## config.mk

```make
export PLATFORM = sky130hd
export DESIGN_NAME = gpr_top
export DESIGN_NICKNAME = d
export VERILOG_FILES = /design/src/logic/gpr_pkg.sv /design/src/logic/gpr_top.sv
export SDC_FILE = /design/constraint.sdc
export NUM_CORES = 1
export LEC_CHECK = 0
export BUFFER_PORTS_ARGS = -buffer_cell sky130_fd_sc_hd__buf_2
export CORE_MARGIN = 4
export CORE_UTILIZATION = 50
export DETAILED_ROUTE_END_ITERATION = 8
export PLACE_DENSITY = 0.79
export SYNTH_ARGS = -nofsm -noshare
export SYNTH_HDL_FRONTEND = slang
export SYNTH_SLANG_ARGS = --single-unit
```

## constraint.sdc

```tcl
create_clock -name aclk -period 2.76 [get_ports aclk]
set_clock_uncertainty 0.05 [all_clocks]
set_input_delay 0.552 -clock aclk [delete_from_list [all_inputs] [get_ports aclk]]
set_output_delay 0.552 -clock aclk [all_outputs]
set_load 0.01 [all_outputs]
```

## src/logic/gpr_pkg.sv

```systemverilog
// ------------------------------------------------------------
// register map and port geometry
// ------------------------------------------------------------
package gpr_pkg;
    // bidirectional ports: index 0 = port 1, 1..4 = ports a..d
    localparam int        NPORT       = 5;
    localparam int        PORT_W [5]  = '{8, 4, 8, 8, 8};
    localparam bit        HAS_PU [5]  = '{1'b0, 1'b1, 1'b1, 1'b1, 1'b1};
    localparam bit        HAS_OD [5]  = '{1'b0, 1'b1, 1'b1, 1'b1, 1'b0};
    localparam int        P4_W        = 8;
    localparam int        P9_W        = 4;

    localparam int        ADDR_W      = 8;
    localparam logic [7:0] PORT_STRIDE = 8'h20;
    localparam logic [4:0] OFF_DIR     = 5'h00;
    localparam logic [4:0] OFF_LATCH   = 5'h04;
    localparam logic [4:0] OFF_PULLUP  = 5'h08;
    localparam logic [4:0] OFF_ODRAIN  = 5'h0c;
    localparam logic [4:0] OFF_PIN     = 5'h10;
    localparam logic [7:0] ADDR_P4_PIN = 8'ha0;
    localparam logic [7:0] ADDR_P9_PIN = 8'ha4;

    localparam logic [7:0] RST_CTRL    = 8'h00;

    // register selector codes from the address decoder
    localparam logic [2:0] SEL_DIR     = 3'h0;
    localparam logic [2:0] SEL_LATCH   = 3'h1;
    localparam logic [2:0] SEL_PULLUP  = 3'h2;
    localparam logic [2:0] SEL_ODRAIN  = 3'h3;
    localparam logic [2:0] SEL_PIN     = 3'h4;
    localparam logic [2:0] SEL_P4      = 3'h5;
    localparam logic [2:0] SEL_P9      = 3'h6;

    localparam logic [1:0] RESP_OKAY   = 2'b00;
    localparam logic [1:0] RESP_SLVERR = 2'b10;
endpackage

// ------------------------------------------------------------
// one bidirectional port: control registers and pin drive
// ------------------------------------------------------------
module gpr_port #(
    parameter int W      = 8,
    parameter bit HAS_PU = 1'b1,
    parameter bit HAS_OD = 1'b1
) (
    // clock and reset
    input  wire logic         aclk,
    input  wire logic         aresetn,
    // register writes
    input  wire logic         wr_dir,
    input  wire logic         wr_latch,
    input  wire logic         wr_pu,
    input  wire logic         wr_od,
    input  wire logic [7:0]   wdata,
    // register contents, zero above W
    output logic      [7:0]   dir_q,
    output logic      [7:0]   latch_q,
    output logic      [7:0]   pu_q,
    output logic      [7:0]   od_q,
    // pins
    output logic      [W-1:0] pin_o,
    output logic      [W-1:0] pin_oe,
    output logic      [W-1:0] pin_pu
);
    logic [W-1:0] dir_r;
    logic [W-1:0] latch_r;
    logic [W-1:0] pu_r;
    logic [W-1:0] od_r;

    if (W < 1 || W > 8) begin : g_bad_w
        $error("gpr_port: width must be 1 to 8");
    end

    always_ff @(posedge aclk) begin
        if (!aresetn) begin
            dir_r   <= gpr_pkg::RST_CTRL[W-1:0];
            latch_r <= gpr_pkg::RST_CTRL[W-1:0];
            pu_r    <= gpr_pkg::RST_CTRL[W-1:0];
            od_r    <= gpr_pkg::RST_CTRL[W-1:0];
        end else begin
            if (wr_dir) dir_r <= wdata[W-1:0];
            if (wr_latch) latch_r <= wdata[W-1:0];
            if (wr_pu && HAS_PU) pu_r <= wdata[W-1:0];
            if (wr_od && HAS_OD) od_r <= wdata[W-1:0];
        end
    end

    assign dir_q   = 8'(dir_r);
    assign latch_q = 8'(latch_r);
    assign pu_q    = 8'(pu_r);
    assign od_q    = 8'(od_r);

    // open drain: high side off, so a high latch bit releases the pin
    assign pin_o   = latch_r;
    assign pin_oe  = dir_r & ~(od_r & latch_r);
    // pull-up only on inputs; an output never fights its own pull-up
    assign pin_pu  = ~dir_r & pu_r;
endmodule

```

## src/logic/gpr_top.sv

```systemverilog
// Operation
// - each bidirectional pin has a direction bit choosing input or output
// - each bidirectional pin has a writable output latch driving output pins
// - every port reads back the present levels on its pins
// - input-only ports have neither output latch nor direction bit
// - ports a to d have per-pin pull-ups set by a pull-up register
// - ports a to c have per-pin open-drain control of the high-side driver
// - port 1 is an eight-pin bidirectional port shared with other functions
// - ports 4 and 9 are input-only, eight and four pins, analog shared
module gpr_top (
    // clock and reset
    input  wire logic                         aclk,
    input  wire logic                         aresetn,
    // axi4-lite write address
    input  wire logic [gpr_pkg::ADDR_W-1:0]   s_axi_awaddr,
    input  wire logic                         s_axi_awvalid,
    output logic                              s_axi_awready,
    // axi4-lite write data
    input  wire logic [31:0]                  s_axi_wdata,
    input  wire logic [3:0]                   s_axi_wstrb,
    input  wire logic                         s_axi_wvalid,
    output logic                              s_axi_wready,
    // axi4-lite write response
    output logic [1:0]                        s_axi_bresp,
    output logic                              s_axi_bvalid,
    input  wire logic                         s_axi_bready,
    // axi4-lite read address
    input  wire logic [gpr_pkg::ADDR_W-1:0]   s_axi_araddr,
    input  wire logic                         s_axi_arvalid,
    output logic                              s_axi_arready,
    // axi4-lite read data
    output logic [31:0]                       s_axi_rdata,
    output logic [1:0]                        s_axi_rresp,
    output logic                              s_axi_rvalid,
    input  wire logic                         s_axi_rready,
    // bidirectional pins: [0] port 1, [1..4] ports a..d
    input  wire logic [gpr_pkg::NPORT-1:0][7:0] pin_i,
    output logic      [gpr_pkg::NPORT-1:0][7:0] pin_o,
    output logic      [gpr_pkg::NPORT-1:0][7:0] pin_oe,
    output logic      [gpr_pkg::NPORT-1:0][7:0] pin_pu,
    // input-only pins
    input  wire logic [gpr_pkg::P4_W-1:0]     p4_pin_i,
    input  wire logic [gpr_pkg::P9_W-1:0]     p9_pin_i
);
    // ------------------------------------------------------------
    // address decode
    // ------------------------------------------------------------
    // result: {valid, port index, selector}
    function automatic logic [6:0] decode(input logic [7:0] addr);
        logic [2:0] port;
        logic [4:0] off;
        port = addr[7:5];
        off  = addr[4:0];
        decode = 7'h00;
        if (addr == gpr_pkg::ADDR_P4_PIN) decode = {1'b1, 3'h0, gpr_pkg::SEL_P4};
        else if (addr == gpr_pkg::ADDR_P9_PIN) decode = {1'b1, 3'h0, gpr_pkg::SEL_P9};
        else if (port < 3'(gpr_pkg::NPORT)) begin
            case (off)
                gpr_pkg::OFF_DIR:    decode = {1'b1, port, gpr_pkg::SEL_DIR};
                gpr_pkg::OFF_LATCH:  decode = {1'b1, port, gpr_pkg::SEL_LATCH};
                gpr_pkg::OFF_PULLUP: begin
                    if (gpr_pkg::HAS_PU[port]) decode = {1'b1, port, gpr_pkg::SEL_PULLUP};
                end
                gpr_pkg::OFF_ODRAIN: begin
                    if (gpr_pkg::HAS_OD[port]) decode = {1'b1, port, gpr_pkg::SEL_ODRAIN};
                end
                gpr_pkg::OFF_PIN:    decode = {1'b1, port, gpr_pkg::SEL_PIN};
                default:             decode = 7'h00;
            endcase
        end
    endfunction

    // ------------------------------------------------------------
    // write channel
    // ------------------------------------------------------------
    logic       aw_got_r;
    logic       w_got_r;
    logic [7:0] awaddr_r;
    logic [7:0] wdata_r;
    logic       wstrb0_r;
    logic       bvalid_r;
    logic [1:0] bresp_r;

    wire        wr_fire  = aw_got_r && w_got_r && !bvalid_r;
    wire  [6:0] wr_dec   = decode(awaddr_r);
    wire  [2:0] wr_port  = wr_dec[5:3];
    wire  [2:0] wr_sel   = wr_dec[2:0];
    // pin levels are read-only; input-only ports own no writable register
    wire        wr_legal = wr_dec[6] && (wr_sel <= gpr_pkg::SEL_ODRAIN);
    wire        wr_en    = wr_fire && wr_legal && wstrb0_r;

    assign s_axi_awready = !aw_got_r && !bvalid_r;
    assign s_axi_wready  = !w_got_r && !bvalid_r;
    assign s_axi_bvalid  = bvalid_r;
    assign s_axi_bresp   = bresp_r;

    always_ff @(posedge aclk) begin
        if (!aresetn) begin
            aw_got_r <= 1'b0;
            w_got_r  <= 1'b0;
            awaddr_r <= 8'h00;
            wdata_r  <= 8'h00;
            wstrb0_r <= 1'b0;
            bvalid_r <= 1'b0;
            bresp_r  <= gpr_pkg::RESP_OKAY;
        end else begin
            if (s_axi_awvalid && s_axi_awready) begin
                aw_got_r <= 1'b1;
                awaddr_r <= s_axi_awaddr;
            end
            if (s_axi_wvalid && s_axi_wready) begin
                w_got_r  <= 1'b1;
                wdata_r  <= s_axi_wdata[7:0];
                wstrb0_r <= s_axi_wstrb[0];
            end
            if (wr_fire) begin
                aw_got_r <= 1'b0;
                w_got_r  <= 1'b0;
                bvalid_r <= 1'b1;
                bresp_r  <= wr_legal ? gpr_pkg::RESP_OKAY : gpr_pkg::RESP_SLVERR;
            end else if (bvalid_r && s_axi_bready) begin
                bvalid_r <= 1'b0;
            end
        end
    end

    // ------------------------------------------------------------
    // ports
    // ------------------------------------------------------------
    logic [gpr_pkg::NPORT-1:0][7:0] dir_q;
    logic [gpr_pkg::NPORT-1:0][7:0] latch_q;
    logic [gpr_pkg::NPORT-1:0][7:0] pu_q;
    logic [gpr_pkg::NPORT-1:0][7:0] od_q;
    logic [gpr_pkg::NPORT-1:0][7:0] pin_rb;

    for (genvar p = 0; p < gpr_pkg::NPORT; p++) begin : g_port
        localparam int W = gpr_pkg::PORT_W[p];
        wire hit = wr_en && (wr_port == 3'(p));
        gpr_port #(
            .W      (W),
            .HAS_PU (gpr_pkg::HAS_PU[p]),
            .HAS_OD (gpr_pkg::HAS_OD[p])
        ) u_port (
            .aclk     (aclk),
            .aresetn  (aresetn),
            .wr_dir   (hit && wr_sel == gpr_pkg::SEL_DIR),
            .wr_latch (hit && wr_sel == gpr_pkg::SEL_LATCH),
            .wr_pu    (hit && wr_sel == gpr_pkg::SEL_PULLUP),
            .wr_od    (hit && wr_sel == gpr_pkg::SEL_ODRAIN),
            .wdata    (wdata_r),
            .dir_q    (dir_q[p]),
            .latch_q  (latch_q[p]),
            .pu_q     (pu_q[p]),
            .od_q     (od_q[p]),
            .pin_o    (pin_o[p][W-1:0]),
            .pin_oe   (pin_oe[p][W-1:0]),
            .pin_pu   (pin_pu[p][W-1:0])
        );
        // absent pins read as zero and are never driven
        assign pin_rb[p] = 8'(pin_i[p][W-1:0]);
        if (W < 8) begin : g_pad
            assign pin_o[p][7:W]  = '0;
            assign pin_oe[p][7:W] = '0;
            assign pin_pu[p][7:W] = '0;
        end
    end

    // ------------------------------------------------------------
    // read channel
    // ------------------------------------------------------------
    logic        rvalid_r;
    logic [31:0] rdata_r;
    logic [1:0]  rresp_r;
    logic [31:0] rd_nxt;

    wire  [6:0]  rd_dec  = decode(s_axi_araddr);
    wire  [2:0]  rd_port = rd_dec[5:3];
    wire         rd_fire = s_axi_arvalid && s_axi_arready;

    always_comb begin
        rd_nxt = 32'h0000_0000;
        case (rd_dec[2:0])
            gpr_pkg::SEL_DIR:    rd_nxt = 32'(dir_q[rd_port]);
            gpr_pkg::SEL_LATCH:  rd_nxt = 32'(latch_q[rd_port]);
            gpr_pkg::SEL_PULLUP: rd_nxt = 32'(pu_q[rd_port]);
            gpr_pkg::SEL_ODRAIN: rd_nxt = 32'(od_q[rd_port]);
            gpr_pkg::SEL_PIN:    rd_nxt = 32'(pin_rb[rd_port]);
            gpr_pkg::SEL_P4:     rd_nxt = 32'(p4_pin_i);
            gpr_pkg::SEL_P9:     rd_nxt = 32'(p9_pin_i);
            default:             rd_nxt = 32'h0000_0000;
        endcase
        if (!rd_dec[6]) rd_nxt = 32'h0000_0000;
    end

    assign s_axi_arready = !rvalid_r;
    assign s_axi_rvalid  = rvalid_r;
    assign s_axi_rdata   = rdata_r;
    assign s_axi_rresp   = rresp_r;

    always_ff @(posedge aclk) begin
        if (!aresetn) begin
            rvalid_r <= 1'b0;
            rdata_r  <= 32'h0000_0000;
            rresp_r  <= gpr_pkg::RESP_OKAY;
        end else if (rd_fire) begin
            rvalid_r <= 1'b1;
            rdata_r  <= rd_nxt;
            rresp_r  <= rd_dec[6] ? gpr_pkg::RESP_OKAY : gpr_pkg::RESP_SLVERR;
        end else if (rvalid_r && s_axi_rready) begin
            rvalid_r <= 1'b0;
        end
    end
endmodule

```

==> results.tsv <==
stage	metric	value	unit
synthesis	top post-synthesis cells by area	dfxtp_1 (37%), mux2i_1 (8.8%), nand2_1 (6.4%), buf_4 (5.7%), nand3_1 (4.7%)	
synthesis	Syn Inst Count	1029	
clock_network	latest clock arrival within the worst-skew pair	0.43	ns
finish	register area	3020	um^2
clock_network	Clock Path Buffers	2	
clock_network	Clock transition at path regs	0.06	ns
critical_path	crit-path max FO	10	
power	Final Total Pwr	5060	uW
critical_path	WP buf/inv	0	
placement	routability cong.	0.945	
routing	Post-route DRC	0	
finish	multi-input logic area	4630	um^2
routing	WL final	27.6	mm
clock_network	CTS Root Cell	clkbuf_16	
floorplanning	DIE AREA	18700	um^2
power	clock network power share	46.2	%
finish	net total in the final layout	1339	
clock_network	Post-CTS Resized	0	
power	VDD IR max	0.437	mV
power	Seq pwr share	44.6	%
placement	Final HPWL DP	20.7	mm
power	Int Pwr	3820	uW
grt	gr usage total	29.0	%
finish	ant diodes	0	
critical_path	setup slack, reg-to-reg	0.20	ns
floorplanning	Die X	137	um
power	Comb pwr share	9.2	%
timing	Worst slew margin	56.0	%
placement	Port Buf Inserts	194	
clock_network	hold buffers post-CTS	0	
synthesis	area leader, netlist	dfxtp_1	
synthesis	Unique masters post-synth	65	
routing	Initial DRC Count	940	
critical_path	Critical-path top delay cell	dfxtp_1	
critical_path	Worst EP arrival	2.82	ns
critical_path	crit path kind	flip-flop to flip-flop	
grt	largest net degree at the start of global routing	114	
timing	fin. max-slew vios	0	
synthesis	sequential fraction of the synthesis area	36.5	%
min_path	Min-Delay Path Class	input pin to flip-flop	
job	Max Cap Viol	0	
finish	end-of-flow core utilization	63.1	%
timing	Final WS setup	0.200	ns
clock_network	setup bufs post-CTS	0	
routing	drt wl/cell	18.9	um
clock_network	CTS tree	built	
timing	Final Hold Vio Count	0	
power	LEAKAGE	0.00453	uW
floorplanning	Starting Density	51.5	%
synthesis	post-synthesis cell area	8270	um^2
timing	Slew @ Worst Pin	0.653	ns
timing	period utilization	92.8	%
synthesis	Post-synth top flop	dfxtp_1	
floorplanning	IO Pins	272	
routing	vias	8465	
grt	first-pass GRT wire length	41.9	mm
grt	total grt overflow	0	
floorplanning	Die H	137	um
timing	fmax	0.391	GHz
critical_path	WP data required	3.02	ns
routing	First-pass DRT Iterations	7	
placement	pre-CTS WS	-0.310	ns
critical_path	startpoint types	flip-flop	
finish	share of cells above drive strength 1	26.5	%
critical_path	Worst Setup End Kind	flip-flop	
finish	post-synthesis to final-layout area growth	22.6	%
grt	vias in the first global route	7947	
clock_network	H-tree levels	4	
critical_path	Max stage delay on crit path	0.50	ns
finish	# fillers	1415	
synthesis	async set-reset flop share out of synthesis	0	%
power	Switch Pwr	1240	uW
synthesis	synthesized area per cell	8.04	um^2
synthesis	EDFF count, synth	0	
routing	DR vias/cell	5.81	
power	Switching Fraction	24.5	%
synthesis	Synth Register Bits	151	
power	Power Dens Cells	499	nW/um^2
timing	final setup fails	0	
clock_network	Clock Sinks	151	
clock_network	CTS Buf Count	17	
critical_path	crit-path cells	o21a_1 > nor3b_1 > o21ai_1 > and3b_1 > nand4_2 > mux2i_1 > nor2_1	
synthesis	share of the synthesized area in the top cell type	36.5	%
timing	RSZ-0062 raised after global routing	false	
critical_path	CP delay by family, top	simple AND/OR/NAND/NOR gates	
grt	initial antenna violation count	0	
floorplanning	Core ar.	16100	um^2
synthesis	Ys Warns	0	
floorplanning	FP Rows	46	
run_status	status	finished clean	
routing	remaining antenna violation count	0	
timing	Final Critical Period	2.56	ns
## routing by layer
metal | vias to the layer above | share of wire [%] | track usage, %
met5 | - | 0 | 0
met4 | 0 | 4.2 | 12.4
met3 | 100 | 9.3 | 6.95
met2 | 449 | 48 | 49.1
met1 | 3945 | 38 | 35.2
li1 | 3971 | - | -
## worst register-to-register path, delay by kind of cell, from the launching register on
| family | cells | cell delay [ns] |
|---|---|---|
| and+or+nand+nor | 4 | 0.93 |
| AOI/OAI and AO/OA | 2 | 0.61 |
| DFF | 1 | 0.50 |
| muxes | 1 | 0.33 |
## final cells by class
cell class | instances | share of cell area, %
Multi-Input combinational cell | 780 | 45.6
Clock buffer | 24 | 4.95
Clock inverter | 7 | 0.913
Sequential cell | 151 | 29.8
Inverter | 8 | 0.296
Tap cell | 216 | 2.67
Timing Repair Buffer | 270 | 15.7
## metrics by stage
stage / std cells / instance area (um^2) / TNS, ns / hold WS [ns]
after floorplan: 1074 / 8440 / 0 / 0.394
after global placement: 1425 / 9540 / -0.493 / 0.390
after detailed placement: 1425 / 9540 / -0.706 / 0.396
after CTS: 1456 / 10100 / 0 / 0.243
after global routing: 1456 / 10100 / 0 / 0.262
final: 1456 / 10100 / 0 / 0.249
## placed cells by master, fill, tap and decap left out, types with 5 or more instances in the layout
master,count
clkbuf_16,17
a22o_1,7
buf_4,73
inv_1,7
o31ai_1,7
nor3_1,11
o21ai_0,77
a211o_1,5
o21a_1,6
dfxtp_1,151
o2111ai_1,5
and2_1,5
conb_1,46
a221oi_1,9
clkbuf_8,5
a211oi_1,9
nand2_1,142
a31oi_1,6
nor2_1,76
a21boi_0,21
mux2i_1,73
nor2b_1,33
a21oi_1,51
o22ai_1,7
buf_2,193
o21ai_1,11
nand3_1,78
o211ai_1,8
or3_1,8
## logic make-up after synthesis
logic type | count (synthesis) | share of synthesized area [%]
fa+ha+maj | 1 | 0.121
flops | 151 | 36.5
buf+inv | 143 | 9.63
simple gates | 399 | 24.5
compound gates | 257 | 19.8
mux | 77 | 9.38
other cells | 1 | 0.0453
## sequential cells by signal, summed over array words and instances, names as in the netlist, 4 cells and up
register,count
g_port.u_port.dir_q,32
g_port.u_port.dir_r,4
g_port.u_port.pu_q,24
g_port.u_port.pu_r,4
awaddr_r,8
s_axi_rdata,8
g_port.u_port.od_q,16
g_port.u_port.pin_o,4
g_port.u_port.latch_q,32
g_port.u_port.od_r,4
wdata_r,8
## power by group through the flow
stage | Sequential [uW] | Combinational (uW) | Clock (uW)
floorplan | 2270 | 338 | 0
global placement | 2300 | 445 | 0
detailed placement | 2300 | 451 | 0
CTS | 2250 | 454 | 2340
global route | 2260 | 504 | 2430
finish | 2260 | 464 | 2340
## final timing paths
| check | startpoint | endpoint | depth (start not counted) |
|---|---|---|---|
| hold reg to reg | s_axi_rresp[1]$_SDFFE_PN0P_ | s_axi_rresp[1]$_SDFFE_PN0P_ | 2 |
| hold / removal | s_axi_rready | s_axi_rvalid$_SDFFE_PN0P_ | 2 |
| setup / recovery | awaddr_r[5]$_SDFFE_PN0P_ | g_port[0].u_port.dir_q[7]$_SDFFE_PN0P_ | 7 |
| setup reg to reg | awaddr_r[5]$_SDFFE_PN0P_ | g_port[0].u_port.dir_q[7]$_SDFFE_PN0P_ | 7 |
## synthesized netlist by cell type (5+ instances only)
| master | n |
|---|---|
| o21ai_0 | 77 |
| buf_4 | 63 |
| nand3_1 | 78 |
| clkbuf_1 | 46 |
| or3_1 | 9 |
| o211ai_1 | 8 |
| a211o_1 | 5 |
| a22o_1 | 7 |
| a21boi_0 | 21 |
| a21oi_1 | 51 |
| buf_2 | 19 |
| o2111ai_1 | 5 |
| a211oi_1 | 9 |
| nor2b_1 | 33 |
| o31ai_1 | 7 |
| nand2_1 | 142 |
| a221oi_1 | 9 |
| nor3_1 | 11 |
| mux2i_1 | 73 |
| buf_1 | 7 |
| o21ai_1 | 11 |
| nor2_1 | 76 |
| and2_1 | 5 |
| a31oi_1 | 6 |
| o22ai_1 | 7 |
| dfxtp_1 | 151 |
| inv_1 | 8 |
| o21a_1 | 6 |
(Power assumes the default switching activity.)
